[src/bcd_pkg.sv]
package bcd_pkg;

  localparam logic [7:0] BCD_REG_OFFSET = 8'hC0;
  localparam int BCD_BUS_MSB = 31;
  localparam int BCD_BUS_LSB = 24;
  localparam int BCD_DEV_MSB = 23;
  localparam int BCD_DEV_LSB = 19;
  localparam int BCD_ALT_ERR_BIT = 18;
  localparam int BCD_WAKE_IN_DIS_BIT = 17;
  localparam int BCD_WAKE_PIN_DIS_BIT = 16;
  localparam int BCD_FIFO_MSB = 15;
  localparam int BCD_FIFO_LSB = 14;
  localparam int BCD_ANY_FN_BIT = 11;
  localparam int BCD_PW_CRED_BIT = 10;
  localparam int BCD_CPL_CRED_BIT = 8;
  localparam int BCD_LINE_CHECK_BIT = 7;
  localparam int BCD_PF4_BIT = 6;
  localparam int BCD_THR_MSB = 5;
  localparam int BCD_THR_LSB = 4;
  localparam int BCD_THR_EN_BIT = 3;
  localparam int BCD_CFG_MEM_BIT = 2;
  localparam int BCD_RSVD_RW_BIT = 1;
  localparam logic [31:0] BCD_WRITE_MASK = 32'h0007_CDFE;
  localparam logic [31:0] BCD_RESET_VALUE = 32'h0000_0000;
  localparam logic [31:0] BCD_FUND_MASK = 32'hFFF8_C07E;
  localparam logic [31:0] BCD_GLOBAL_MASK = 32'h0003_0000;
  localparam logic [7:0] BCD_DEFAULT_LINE_DW = 8'h08;
  localparam logic [7:0] BCD_THR_ADD_4 = 8'h04;
  localparam logic [7:0] BCD_THR_ADD_8 = 8'h08;
  localparam logic [7:0] BCD_THR_ADD_12 = 8'h0C;
  localparam logic [3:0] BCD_PF_ONE_DW = 4'h0;
  localparam logic [3:0] BCD_PF_ONE_LINE = 4'h1;
  localparam logic [3:0] BCD_PF_TWO_LINES = 4'h2;
  localparam logic [3:0] BCD_PF_FOUR_LINES = 4'h4;

  typedef struct packed {
    logic valid;
    logic write;
    logic [7:0] offset;
    logic [2:0] function_num;
    logic [7:0] route_bus;
    logic [4:0] route_dev;
    logic [3:0] byte_en;
    logic [31:0] wdata;
  } bcd_cfg_req_s;

  typedef struct packed {
    logic hit;
    logic [31:0] rdata;
  } bcd_cfg_rsp_s;

endpackage

[src/bcd_ctrl_diag0.sv]
`timescale 1ns/1ps
`default_nettype none
// Operation
// bits 31:24 read back the captured upstream bus number
// bits 23:19 read back the captured upstream device number
// capture bus and device from config writes to us
// bit 18 selects advisory nonfatal error reporting style
// bit 17 clear routes host wake into bridge; set blocks it
// bit 16 clear drives wake pin from host wake; set blocks it
// bits 15:14 hold maximum fifo depth setting
// bit 11 makes bridge answer any function number
// bit 10 returns all posted-write credits
// bit 8 returns all completion credits at once
// bit 7 selects cache-line-register sizing over side-band
// bit 6 picks four-line instead of two-line multiple-read prefetch
// four-line bit plus forced multiple read also covers plain reads
// prefetch disable forces one doubleword per burst read
// four-line prefetch only counts while line sizing is on
// bit 3 gates upstream acceptance on free buffer threshold
// bits 5:4 pick line plus 4, 8, 12 DW or two lines plus 4
// invalid cache line size is taken as eight doublewords
// bit 2 lets config requests reach memory-mapped registers
// bits 13:12, 9, 0 read zero, writes ignored
// software writes zero to bit 1, which resets to zero
// most fields reset only on fundamental reset
// wake-disable bits reset only on global or power-on reset
module bcd_ctrl_diag0
  import bcd_pkg::*;
#(
  parameter int FUNC_NUM = 0
) (
  input wire logic clk,
  input wire logic rst,
  input wire logic fundamental_reset_n,
  input wire logic global_reset_n,
  input wire bcd_cfg_req_s cfg_req,
  output bcd_cfg_rsp_s cfg_rsp,
  input wire logic host_ctrl_wake,
  output logic bridge_wake_in,
  output logic host_ctrl_wake_pin,
  input wire logic [7:0] cache_line_size_dw,
  input wire logic force_multiple_read,
  input wire logic read_prefetch_disable,
  input wire logic up_read_multiple,
  input wire logic [7:0] up_free_space_dw,
  output logic up_accept_ok,
  output logic [3:0] prefetch_lines,
  output logic size_from_line_reg,
  output logic advisory_error_style_select,
  output logic config_any_function_enable,
  output logic posted_write_credit_return,
  output logic completion_credit_return,
  output logic cfg_mem_regs_enable,
  output logic [1:0] max_fifo_size
);

  // stored fields, one register per field
  logic [7:0] bus_num_ff;
  logic [4:0] dev_num_ff;
  logic alt_err_ff;
  logic wake_in_dis_ff;
  logic wake_pin_dis_ff;
  logic [1:0] fifo_size_ff;
  logic any_fn_ff;
  logic pw_cred_ff;
  logic cpl_cred_ff;
  logic line_size_sel_ff;
  logic pf4_ff;
  logic [1:0] thr_sel_ff;
  logic thr_en_ff;
  logic cfg_mem_ff;
  logic rsvd_rw_ff;

  // request decode and write merge
  logic fund_clr;
  logic glob_clr;
  logic fn_ok;
  logic reg_hit;
  logic reg_write;
  logic reg_read;
  logic cap_write;
  logic [31:0] bmask;
  logic [31:0] wr_mask;
  logic [31:0] reg_value;
  logic [31:0] nxt_ctrl;

  // prefetch and threshold helpers
  logic multiple_read;
  logic pf4_active;
  logic line_valid;
  logic [7:0] line_dw;
  logic [7:0] line_dw_x2;
  logic [7:0] thr_dw;

  // fundamental clear also follows the global one,
  // since the global reset pulls the fundamental one low
  assign fund_clr = rst || !fundamental_reset_n || !global_reset_n;
  assign glob_clr = rst || !global_reset_n;

  // decode of one configuration request
  assign fn_ok = any_fn_ff || (cfg_req.function_num == 3'(FUNC_NUM));
  assign reg_hit = cfg_req.valid && fn_ok && (cfg_req.offset == BCD_REG_OFFSET);
  assign reg_write = reg_hit && cfg_req.write;
  assign reg_read = reg_hit && !cfg_req.write;
  assign cap_write = cfg_req.valid && cfg_req.write && fn_ok;

  // byte lanes to bit mask
  for (genvar gi = 0; gi < 4; gi++) begin : g_byte_mask
    assign bmask[gi*8 +: 8] = {8{cfg_req.byte_en[gi]}};
  end

  // read-only bits and reserved bits 13:12, 9 and 0 never take write data
  assign wr_mask = bmask & BCD_WRITE_MASK;
  assign nxt_ctrl = (reg_value & ~wr_mask) | (cfg_req.wdata & wr_mask);

  // register image, reserved bits 13:12, 9 and 0 stay zero
  always_comb begin
    reg_value = BCD_RESET_VALUE;
    reg_value[BCD_BUS_MSB:BCD_BUS_LSB] = bus_num_ff;
    reg_value[BCD_DEV_MSB:BCD_DEV_LSB] = dev_num_ff;
    reg_value[BCD_ALT_ERR_BIT] = alt_err_ff;
    reg_value[BCD_WAKE_IN_DIS_BIT] = wake_in_dis_ff;
    reg_value[BCD_WAKE_PIN_DIS_BIT] = wake_pin_dis_ff;
    reg_value[BCD_FIFO_MSB:BCD_FIFO_LSB] = fifo_size_ff;
    reg_value[BCD_ANY_FN_BIT] = any_fn_ff;
    reg_value[BCD_PW_CRED_BIT] = pw_cred_ff;
    reg_value[BCD_CPL_CRED_BIT] = cpl_cred_ff;
    reg_value[BCD_LINE_CHECK_BIT] = line_size_sel_ff;
    reg_value[BCD_PF4_BIT] = pf4_ff;
    reg_value[BCD_THR_MSB:BCD_THR_LSB] = thr_sel_ff;
    reg_value[BCD_THR_EN_BIT] = thr_en_ff;
    reg_value[BCD_CFG_MEM_BIT] = cfg_mem_ff;
    reg_value[BCD_RSVD_RW_BIT] = rsvd_rw_ff;
  end

  // captured bus number, taken from any write routed to us,
  // whatever register that write is aimed at
  always_ff @(posedge clk) begin
    if (fund_clr) begin
      bus_num_ff <= BCD_RESET_VALUE[BCD_BUS_MSB:BCD_BUS_LSB];
    end else if (cap_write) begin
      bus_num_ff <= cfg_req.route_bus;
    end
  end

  // captured device number, same capture as the bus number
  always_ff @(posedge clk) begin
    if (fund_clr) begin
      dev_num_ff <= BCD_RESET_VALUE[BCD_DEV_MSB:BCD_DEV_LSB];
    end else if (cap_write) begin
      dev_num_ff <= cfg_req.route_dev;
    end
  end

  // error reporting style
  always_ff @(posedge clk) begin
    if (fund_clr) begin
      alt_err_ff <= BCD_RESET_VALUE[BCD_ALT_ERR_BIT];
    end else if (reg_write) begin
      alt_err_ff <= nxt_ctrl[BCD_ALT_ERR_BIT];
    end
  end

  // wake input disable, survives a fundamental reset
  always_ff @(posedge clk) begin
    if (glob_clr) begin
      wake_in_dis_ff <= BCD_RESET_VALUE[BCD_WAKE_IN_DIS_BIT];
    end else if (reg_write) begin
      wake_in_dis_ff <= nxt_ctrl[BCD_WAKE_IN_DIS_BIT];
    end
  end

  // wake pin disable, survives a fundamental reset
  always_ff @(posedge clk) begin
    if (glob_clr) begin
      wake_pin_dis_ff <= BCD_RESET_VALUE[BCD_WAKE_PIN_DIS_BIT];
    end else if (reg_write) begin
      wake_pin_dis_ff <= nxt_ctrl[BCD_WAKE_PIN_DIS_BIT];
    end
  end

  // fifo depth setting
  always_ff @(posedge clk) begin
    if (fund_clr) begin
      fifo_size_ff <= BCD_RESET_VALUE[BCD_FIFO_MSB:BCD_FIFO_LSB];
    end else if (reg_write) begin
      fifo_size_ff <= nxt_ctrl[BCD_FIFO_MSB:BCD_FIFO_LSB];
    end
  end

  // answer any function number
  always_ff @(posedge clk) begin
    if (fund_clr) begin
      any_fn_ff <= BCD_RESET_VALUE[BCD_ANY_FN_BIT];
    end else if (reg_write) begin
      any_fn_ff <= nxt_ctrl[BCD_ANY_FN_BIT];
    end
  end

  // posted-write credit return
  always_ff @(posedge clk) begin
    if (fund_clr) begin
      pw_cred_ff <= BCD_RESET_VALUE[BCD_PW_CRED_BIT];
    end else if (reg_write) begin
      pw_cred_ff <= nxt_ctrl[BCD_PW_CRED_BIT];
    end
  end

  // completion credit return
  always_ff @(posedge clk) begin
    if (fund_clr) begin
      cpl_cred_ff <= BCD_RESET_VALUE[BCD_CPL_CRED_BIT];
    end else if (reg_write) begin
      cpl_cred_ff <= nxt_ctrl[BCD_CPL_CRED_BIT];
    end
  end

  // transaction sizing source
  always_ff @(posedge clk) begin
    if (fund_clr) begin
      line_size_sel_ff <= BCD_RESET_VALUE[BCD_LINE_CHECK_BIT];
    end else if (reg_write) begin
      line_size_sel_ff <= nxt_ctrl[BCD_LINE_CHECK_BIT];
    end
  end

  // four-line prefetch enable
  always_ff @(posedge clk) begin
    if (fund_clr) begin
      pf4_ff <= BCD_RESET_VALUE[BCD_PF4_BIT];
    end else if (reg_write) begin
      pf4_ff <= nxt_ctrl[BCD_PF4_BIT];
    end
  end

  // buffer threshold select
  always_ff @(posedge clk) begin
    if (fund_clr) begin
      thr_sel_ff <= BCD_RESET_VALUE[BCD_THR_MSB:BCD_THR_LSB];
    end else if (reg_write) begin
      thr_sel_ff <= nxt_ctrl[BCD_THR_MSB:BCD_THR_LSB];
    end
  end

  // buffer threshold enable
  always_ff @(posedge clk) begin
    if (fund_clr) begin
      thr_en_ff <= BCD_RESET_VALUE[BCD_THR_EN_BIT];
    end else if (reg_write) begin
      thr_en_ff <= nxt_ctrl[BCD_THR_EN_BIT];
    end
  end

  // config access to memory-mapped registers
  always_ff @(posedge clk) begin
    if (fund_clr) begin
      cfg_mem_ff <= BCD_RESET_VALUE[BCD_CFG_MEM_BIT];
    end else if (reg_write) begin
      cfg_mem_ff <= nxt_ctrl[BCD_CFG_MEM_BIT];
    end
  end

  // reserved writable bit, kept as written
  always_ff @(posedge clk) begin
    if (fund_clr) begin
      rsvd_rw_ff <= BCD_RESET_VALUE[BCD_RSVD_RW_BIT];
    end else if (reg_write) begin
      rsvd_rw_ff <= nxt_ctrl[BCD_RSVD_RW_BIT];
    end
  end

  // registered answer, one cycle after the request
  always_ff @(posedge clk) begin
    if (rst) begin
      cfg_rsp <= '0;
    end else begin
      cfg_rsp.hit <= reg_hit;
      cfg_rsp.rdata <= reg_read ? reg_value : 32'h0000_0000;
    end
  end

  // field outputs
  assign bridge_wake_in = host_ctrl_wake && !wake_in_dis_ff;
  assign host_ctrl_wake_pin = host_ctrl_wake && !wake_pin_dis_ff;
  assign advisory_error_style_select = alt_err_ff;
  assign max_fifo_size = fifo_size_ff;
  assign config_any_function_enable = any_fn_ff;
  assign posted_write_credit_return = pw_cred_ff;
  assign completion_credit_return = cpl_cred_ff;
  assign size_from_line_reg = line_size_sel_ff;
  assign cfg_mem_regs_enable = cfg_mem_ff;

  // prefetch depth selection
  assign multiple_read = up_read_multiple || force_multiple_read;
  assign pf4_active = pf4_ff && line_size_sel_ff;

  // disable wins over every other setting
  always_comb begin
    if (read_prefetch_disable) begin
      prefetch_lines = BCD_PF_ONE_DW;
    end else if (pf4_active && multiple_read) begin
      prefetch_lines = BCD_PF_FOUR_LINES;
    end else if (multiple_read) begin
      prefetch_lines = BCD_PF_TWO_LINES;
    end else begin
      prefetch_lines = BCD_PF_ONE_LINE;
    end
  end

  // power of two, nonzero line sizes are valid
  assign line_valid = (cache_line_size_dw != 8'h00) &&
                      ((cache_line_size_dw & (cache_line_size_dw - 8'h01)) == 8'h00);
  assign line_dw = line_valid ? cache_line_size_dw : BCD_DEFAULT_LINE_DW;
  assign line_dw_x2 = 8'(line_dw << 1);

  // free space needed before an upstream request is taken
  always_comb begin
    unique case (thr_sel_ff)
      2'h0: thr_dw = line_dw + BCD_THR_ADD_4;
      2'h1: thr_dw = line_dw + BCD_THR_ADD_8;
      2'h2: thr_dw = line_dw + BCD_THR_ADD_12;
      2'h3: thr_dw = line_dw_x2 + BCD_THR_ADD_4;
    endcase
  end

  // upstream acceptance gate
  assign up_accept_ok = !thr_en_ff || (up_free_space_dw >= thr_dw);

endmodule
`default_nettype wire

[config.mk]
export PLATFORM = sky130hd
export DESIGN_NAME = bcd_ctrl_diag0
export DESIGN_NICKNAME = d
export VERILOG_FILES = /design/src/bcd_pkg.sv /design/src/bcd_ctrl_diag0.sv
export SDC_FILE = /design/constraint.sdc
export NUM_CORES = 1
export LEC_CHECK = 0
export BUFFER_PORTS_ARGS = -buffer_cell sky130_fd_sc_hd__buf_4
export CELL_PAD_IN_SITES_DETAIL_PLACEMENT = 1
export CELL_PAD_IN_SITES_GLOBAL_PLACEMENT = 1
export CORE_MARGIN = 2
export CORE_UTILIZATION = 28
export DETAILED_ROUTE_END_ITERATION = 7
export PLACE_DENSITY_LB_ADDON = 0.1
export SYNTH_ARGS = -nofsm -noshare
export SYNTH_HDL_FRONTEND = slang
export SYNTH_SLANG_ARGS = --single-unit
export TNS_END_PERCENT = 5
[constraint.sdc]
create_clock -name clk -period 2.75 [get_ports clk]
set_clock_uncertainty 0.05 [all_clocks]
set_input_delay 0.1375 -clock clk [delete_from_list [all_inputs] [get_ports clk]]
set_output_delay 0.1375 -clock clk [all_outputs]
set_load 0.01 [all_outputs]
; Word level (Yosys, flattened, before mapping)
; Index checks and enable logic that the tools add are counted.
[word_totals]
reg_bits = 61
out_inout_bits = 48
in_bits = 86
word_cells = 67
[classes]
n_bitwise = 6
mux = 5
addsub = 5
n_eq_ne = 4
reduce_logical = 28
magnitude_cmp = 1
[ops]
columns = cell, n
row1 = 19-bit bitwise AND, 2
row2 = 8-bit one-hot mux with 4 select lines, 1
row3 = 19-bit NOT, 1
row4 = 19-bit OR, 1
row5 = "8-bit by 3-bit adder with 8-bit output, second input constant", 2
row6 = "8-bit by 4-bit adder with 8-bit output, second input constant", 2
row7 = 1-bit logical AND, 11
row8 = 8-bit bitwise AND, 1
row9 = "8-bit equality test, second input constant", 1
row10 = 8-bit >= comparator, 1
row11 = 8-bit logical NOT, 1
row12 = 8-bit 2-to-1 mux, 1
row13 = 8-bit nonzero test, 1
row14 = "8-bit by 1-bit subtractor with 8-bit output, second input constant", 1
row15 = 1-bit logical NOT, 6
row16 = 1-bit logical OR, 6
row17 = 3-bit 2-to-1 mux, 2
row18 = "2-bit equality test, second input constant", 2
row19 = 3-bit logical NOT, 1
row20 = "2-bit by 1-bit equality test with 1-bit output, second input constant", 1
row21 = 2-bit logical NOT, 1
row22 = 2-bit 2-to-1 mux, 1
row23 = 2-bit OR reduction, 1
row24 = 1-bit NOT, 1

; Logic depth before layout (Yosys ltp)
[depth]
depth_word = 9
ltp_mapped = 17
mapped_depth_nobuf = 16

; Least setup slack after synthesis
; Ideal clock, no wire load.
[synth_timing]
path_kind = input to output
startpoint = input port cache_line_size_dw[3]
endpoint = output port up_accept_ok
slack_ps = 17
arrival_ps = 2546
path_buffers = 1
path_stages = 15
t_required_ps = 2562
cell_sequence = or3_1 > nor2_2 > nand3b_1 > nand3_2 > buf_6 > a21oi_1 > a21oi_1 > ha_1 > mux2_4 > o21ai_2 > ha_1 > o21ai_0 > a21oi_1 > o211ai_1 > nand4b_1
[synth_between]
elab_chain_len = 9
word_cells_on_any_way = 13
cone_classes = add/sub (5) / order compare (1) / mux (2) / bitwise (1) / reduce/logical (4)
[synth_lines]
columns = item, line_no
row1 = start: declaration, bcd_ctrl_diag0.sv:41  ; input wire logic [7:0] cache_line_size_dw,
row2 = 8-bit by 1-bit subtractor with 8-bit output, bcd_ctrl_diag0.sv:312  ; ((cache_line_size_dw & (cache_line_size_dw - 8'h01)) == 8'h00);
row3 = 8-bit bitwise AND, bcd_ctrl_diag0.sv:312
row4 = 8-bit logical NOT, bcd_ctrl_diag0.sv:312
row5 = 1-bit logical AND, bcd_ctrl_diag0.sv:311  ; assign line_valid = (cache_line_size_dw != 8'h00) &&
row6 = 8-bit 2-to-1 mux (*), bcd_ctrl_diag0.sv:313  ; assign line_dw = line_valid ? cache_line_size_dw : BCD_DEFAULT_LINE_DW;
row7 = 8-bit by 4-bit adder with 8-bit output (tied with other cells), bcd_ctrl_diag0.sv:321  ; 2'h2: thr_dw = line_dw + BCD_THR_ADD_12;
row8 = 8-bit one-hot mux with 4 select lines (*), bcd_ctrl_diag0.sv:318  ; unique case (thr_sel_ff)
row9 = 8-bit >= comparator (*), bcd_ctrl_diag0.sv:327  ; assign up_accept_ok = !thr_en_ff || (up_free_space_dw >= thr_dw);
row10 = 1-bit logical OR (*), bcd_ctrl_diag0.sv:327
row11 = end: declaration, bcd_ctrl_diag0.sv:46  ; output logic up_accept_ok,
; Mark *: on every way between the ends. The rest lies on a longest branch, timed or not.

; Worst setup path in the final report
; Ends and elaborated chain as after synthesis.

==> impl_results.md <==
- Fin util: 0.4617
- Hold path startpoint: cfg_req[7]
- WL/cell: 13.84 µm
- Sw Share: 0.2357
- Count leader, synth: dfxtp_1
- Leakage power: 1.834 nW
- Slack of the critical path: -0.3457 ns
- Comb pwr share: 0.109
- Leading area contributor after synthesis: dfxtp_1
- Hold_ws: 0.02052 ns
- Clock slew at reported path FFs: 0.07 ns
- Max H-tree Level: 3
- Clk Latency, worst-skew pair: 0.33 ns
- Nets: 527
- Post-DP HPWL: 5761 µm
- RSZ-0062 raised after global routing: yes
- Asr flop ratio synth: 0
- Initial Util: 0.2875
- Worst hold path class: in -> reg
- Design area: 0.004026 mm²
- Crit path DAT: 2.91 ns
- Most frequent CP cell: buf_4
- Synthesis-stage register bit count: 57
- Max-cap violations: 0
- Bufs and invs on worst path: 3
- Required @ worst endpoint: 2.56 ns
- Initial antenna violation count: 0
- CORE AREA: 0.008721 mm²
- Share of the synthesized area in the top cell type: 0.4551
- Dominant cells by area after synthesis: dfxtp_1 46%, and2_1 7.0%, ha_1 6.0%
- Avg Cell Area, Syn: 9.085 µm²
- DRT iter0 DRCs: 51
- Die area: 0.009728 mm²
- Crit path cell chain: buf_6, or3_4, nor2_4, nand3b_1, nand3_4, a21oi_2, a21oi_4, ha_4, buf_4, xor2_1, o211a_1, ha_1, o21ai_1, a21oi_1, o211ai_1, nand4b_1, buf_4
- Synth Instances: 276
- Routed WL: 7501 µm
- CP Launch Type: primary input
- Outcome: finished with violations
- TritonCTS clock tree: yes
- Vias in the first global route: 2624
- Antenna violation net count after detailed routing: 0
- Pwr Density: 419.2 mW/mm²
- Hold Violations, Final: 0
- Clock sink total: 57
- Pre-antenna DRT Iters: 4
- Tmin final: 3.096 ns
- Final std cells w/o fill: 542
- CP max-delay cell: or3_4
- Drt drc: 0
- Largest net degree at the start of global routing: 29
- Sequential area share after synthesis: 0.4551
- Top FF cell, synth: dfxtp_1
- Fin. max-slew vios: 0
- Switching power: 0.3978 mW
- CP delay by family, top: simple AND/OR/NAND/NOR gates
- Setup tns final: -0.3457 ns
- Number of buffers created by CTS: 9
- GRT Residual Overflow: 0
- Crit-path max cell delay: 0.40 ns
- Sequential share of power: 0.489
- Die H: 98.63 µm
- EDFF count, synth: 0
- Root Buffer Master: clkbuf_8
- YS warnings: 0
- Fmax: 0.3230 GHz
- I/O pin count: 134
- Layout cells sized above 1: 0.4078
- Period utilization: 1.126
- Via count: 2471
- Placed cell area: 0.003608 mm²
- Distinct cells, synth: 43
- RePlAce Congestion: 0.8428
- Crit path max fanout: 7
- Gr usage total: 0.1591
- Avg Vias per Cell: 4.559
- Area Overhead vs Synth: 60.58%
- Worst Setup SP: cache_line_size_dw[3]
- Global-route wire length before repair: 12320 µm
- I/O Buffers: 110
- Setup-failing EPs final: 1
- N_diodes: 0
- Failing checks: setup timing
- Share of total power in the clock network: 0.401
- Critical path class: in -> out
- Pre-CTS setup slack: -0.5069 ns
- Overall Power: 1.688 mW
- VDD IR max: 260.6 µV
- Post-Syn Area: 0.002507 mm²
- P_int: 1.290 mW
- DP Cell Count: 510
- Die Width: 98.63 µm
- Top post-synthesis cells by count: 57 x dfxtp_1, 35 x nand2_1, 28 x and2_1
- Clock buffer depth: 2
- Crit end category: primary output
- Rows: 34
==> tightest hold or removal path, stage by stage <==
cell     delay (ns)
buf_4          0.11
nand3_1        0.05
a21oi_1        0.05
==> final timing paths <==
check | to | slack, ns | cells after the start
min | register | 0.02 | 3
max | up_accept_ok | -0.35 | 17
max reg2reg | register | 1.12 | 6
min reg2reg | register | 0.40 | 2
==> timing repair <==
| action | CTS | global route |
|---|---|---|
| hold endpoints to repair | 14 | 0 |
| buffers inserted | 2 | 0 |
| hold buffers | 14 | 0 |
| pin swaps | 13 | 11 |
| resized for setup | 22 | 4 |
| endpoints found under the setup margin | 1 | 1 |
==> power by group through the flow <==
| stage | Sequential, mW | Clock, mW | Combinational [mW] |
|---|---|---|---|
| 6_report | 0.826 | 0.678 | 0.185 |
| 5_1_grt | 0.825 | 0.744 | 0.203 |
| 4_1_cts | 0.826 | 0.704 | 0.185 |
| 3_5_place_dp | 0.845 | 0 | 0.160 |
| 3_3_place_gp | 0.845 | 0 | 0.157 |
| 2_1_floorplan | 0.844 | 0 | 0.0508 |
==> layout make-up <==
cell class | instances | area, µm²
Clock buffer | 11 | 141.4
Clock inverter | 5 | 31.28
Fill cell | 1037 | 4695
Inverter | 3 | 11.26
Multi-Input combinational cell | 205 | 1371
Sequential cell | 57 | 1141
Tap cell | 108 | 135.1
Timing Repair Buffer | 153 | 1195
==> metal layers <==
layer  part of all wire  GRT usage  up-vias
li1                   -          -     1241
met5                  0          0        -
met2               0.51     0.2789       74
met4              0.014    0.05796        0
met1               0.40     0.1799     1150
met3              0.068    0.05319        6
==> placed cells by master, fill, tap and decap left out, drive strengths merged, types with 5 or more instances in the layout <==
cell / instances
nand3: 17
ha: 12
o21ai: 9
nand2: 35
nor2: 20
nor3: 5
dfxtp: 57
buf: 139
a21oi: 20
dlygate4sd3: 14
mux2i: 13
conb: 5
clkbuf: 11
and2: 28
==> cell families after synthesis <==
kind of cell,synth area share
adder cells (fa/ha/maj),0.06387
other,0.001496
multiplexers,0.07135
AO/OA/AOI/OAI,0.09431
buffers and inverters,0.03892
XOR/XNOR,0.006987
AND/OR/NAND/NOR,0.2680
flip-flops,0.4551
Power figures use the tool's default switching activity.
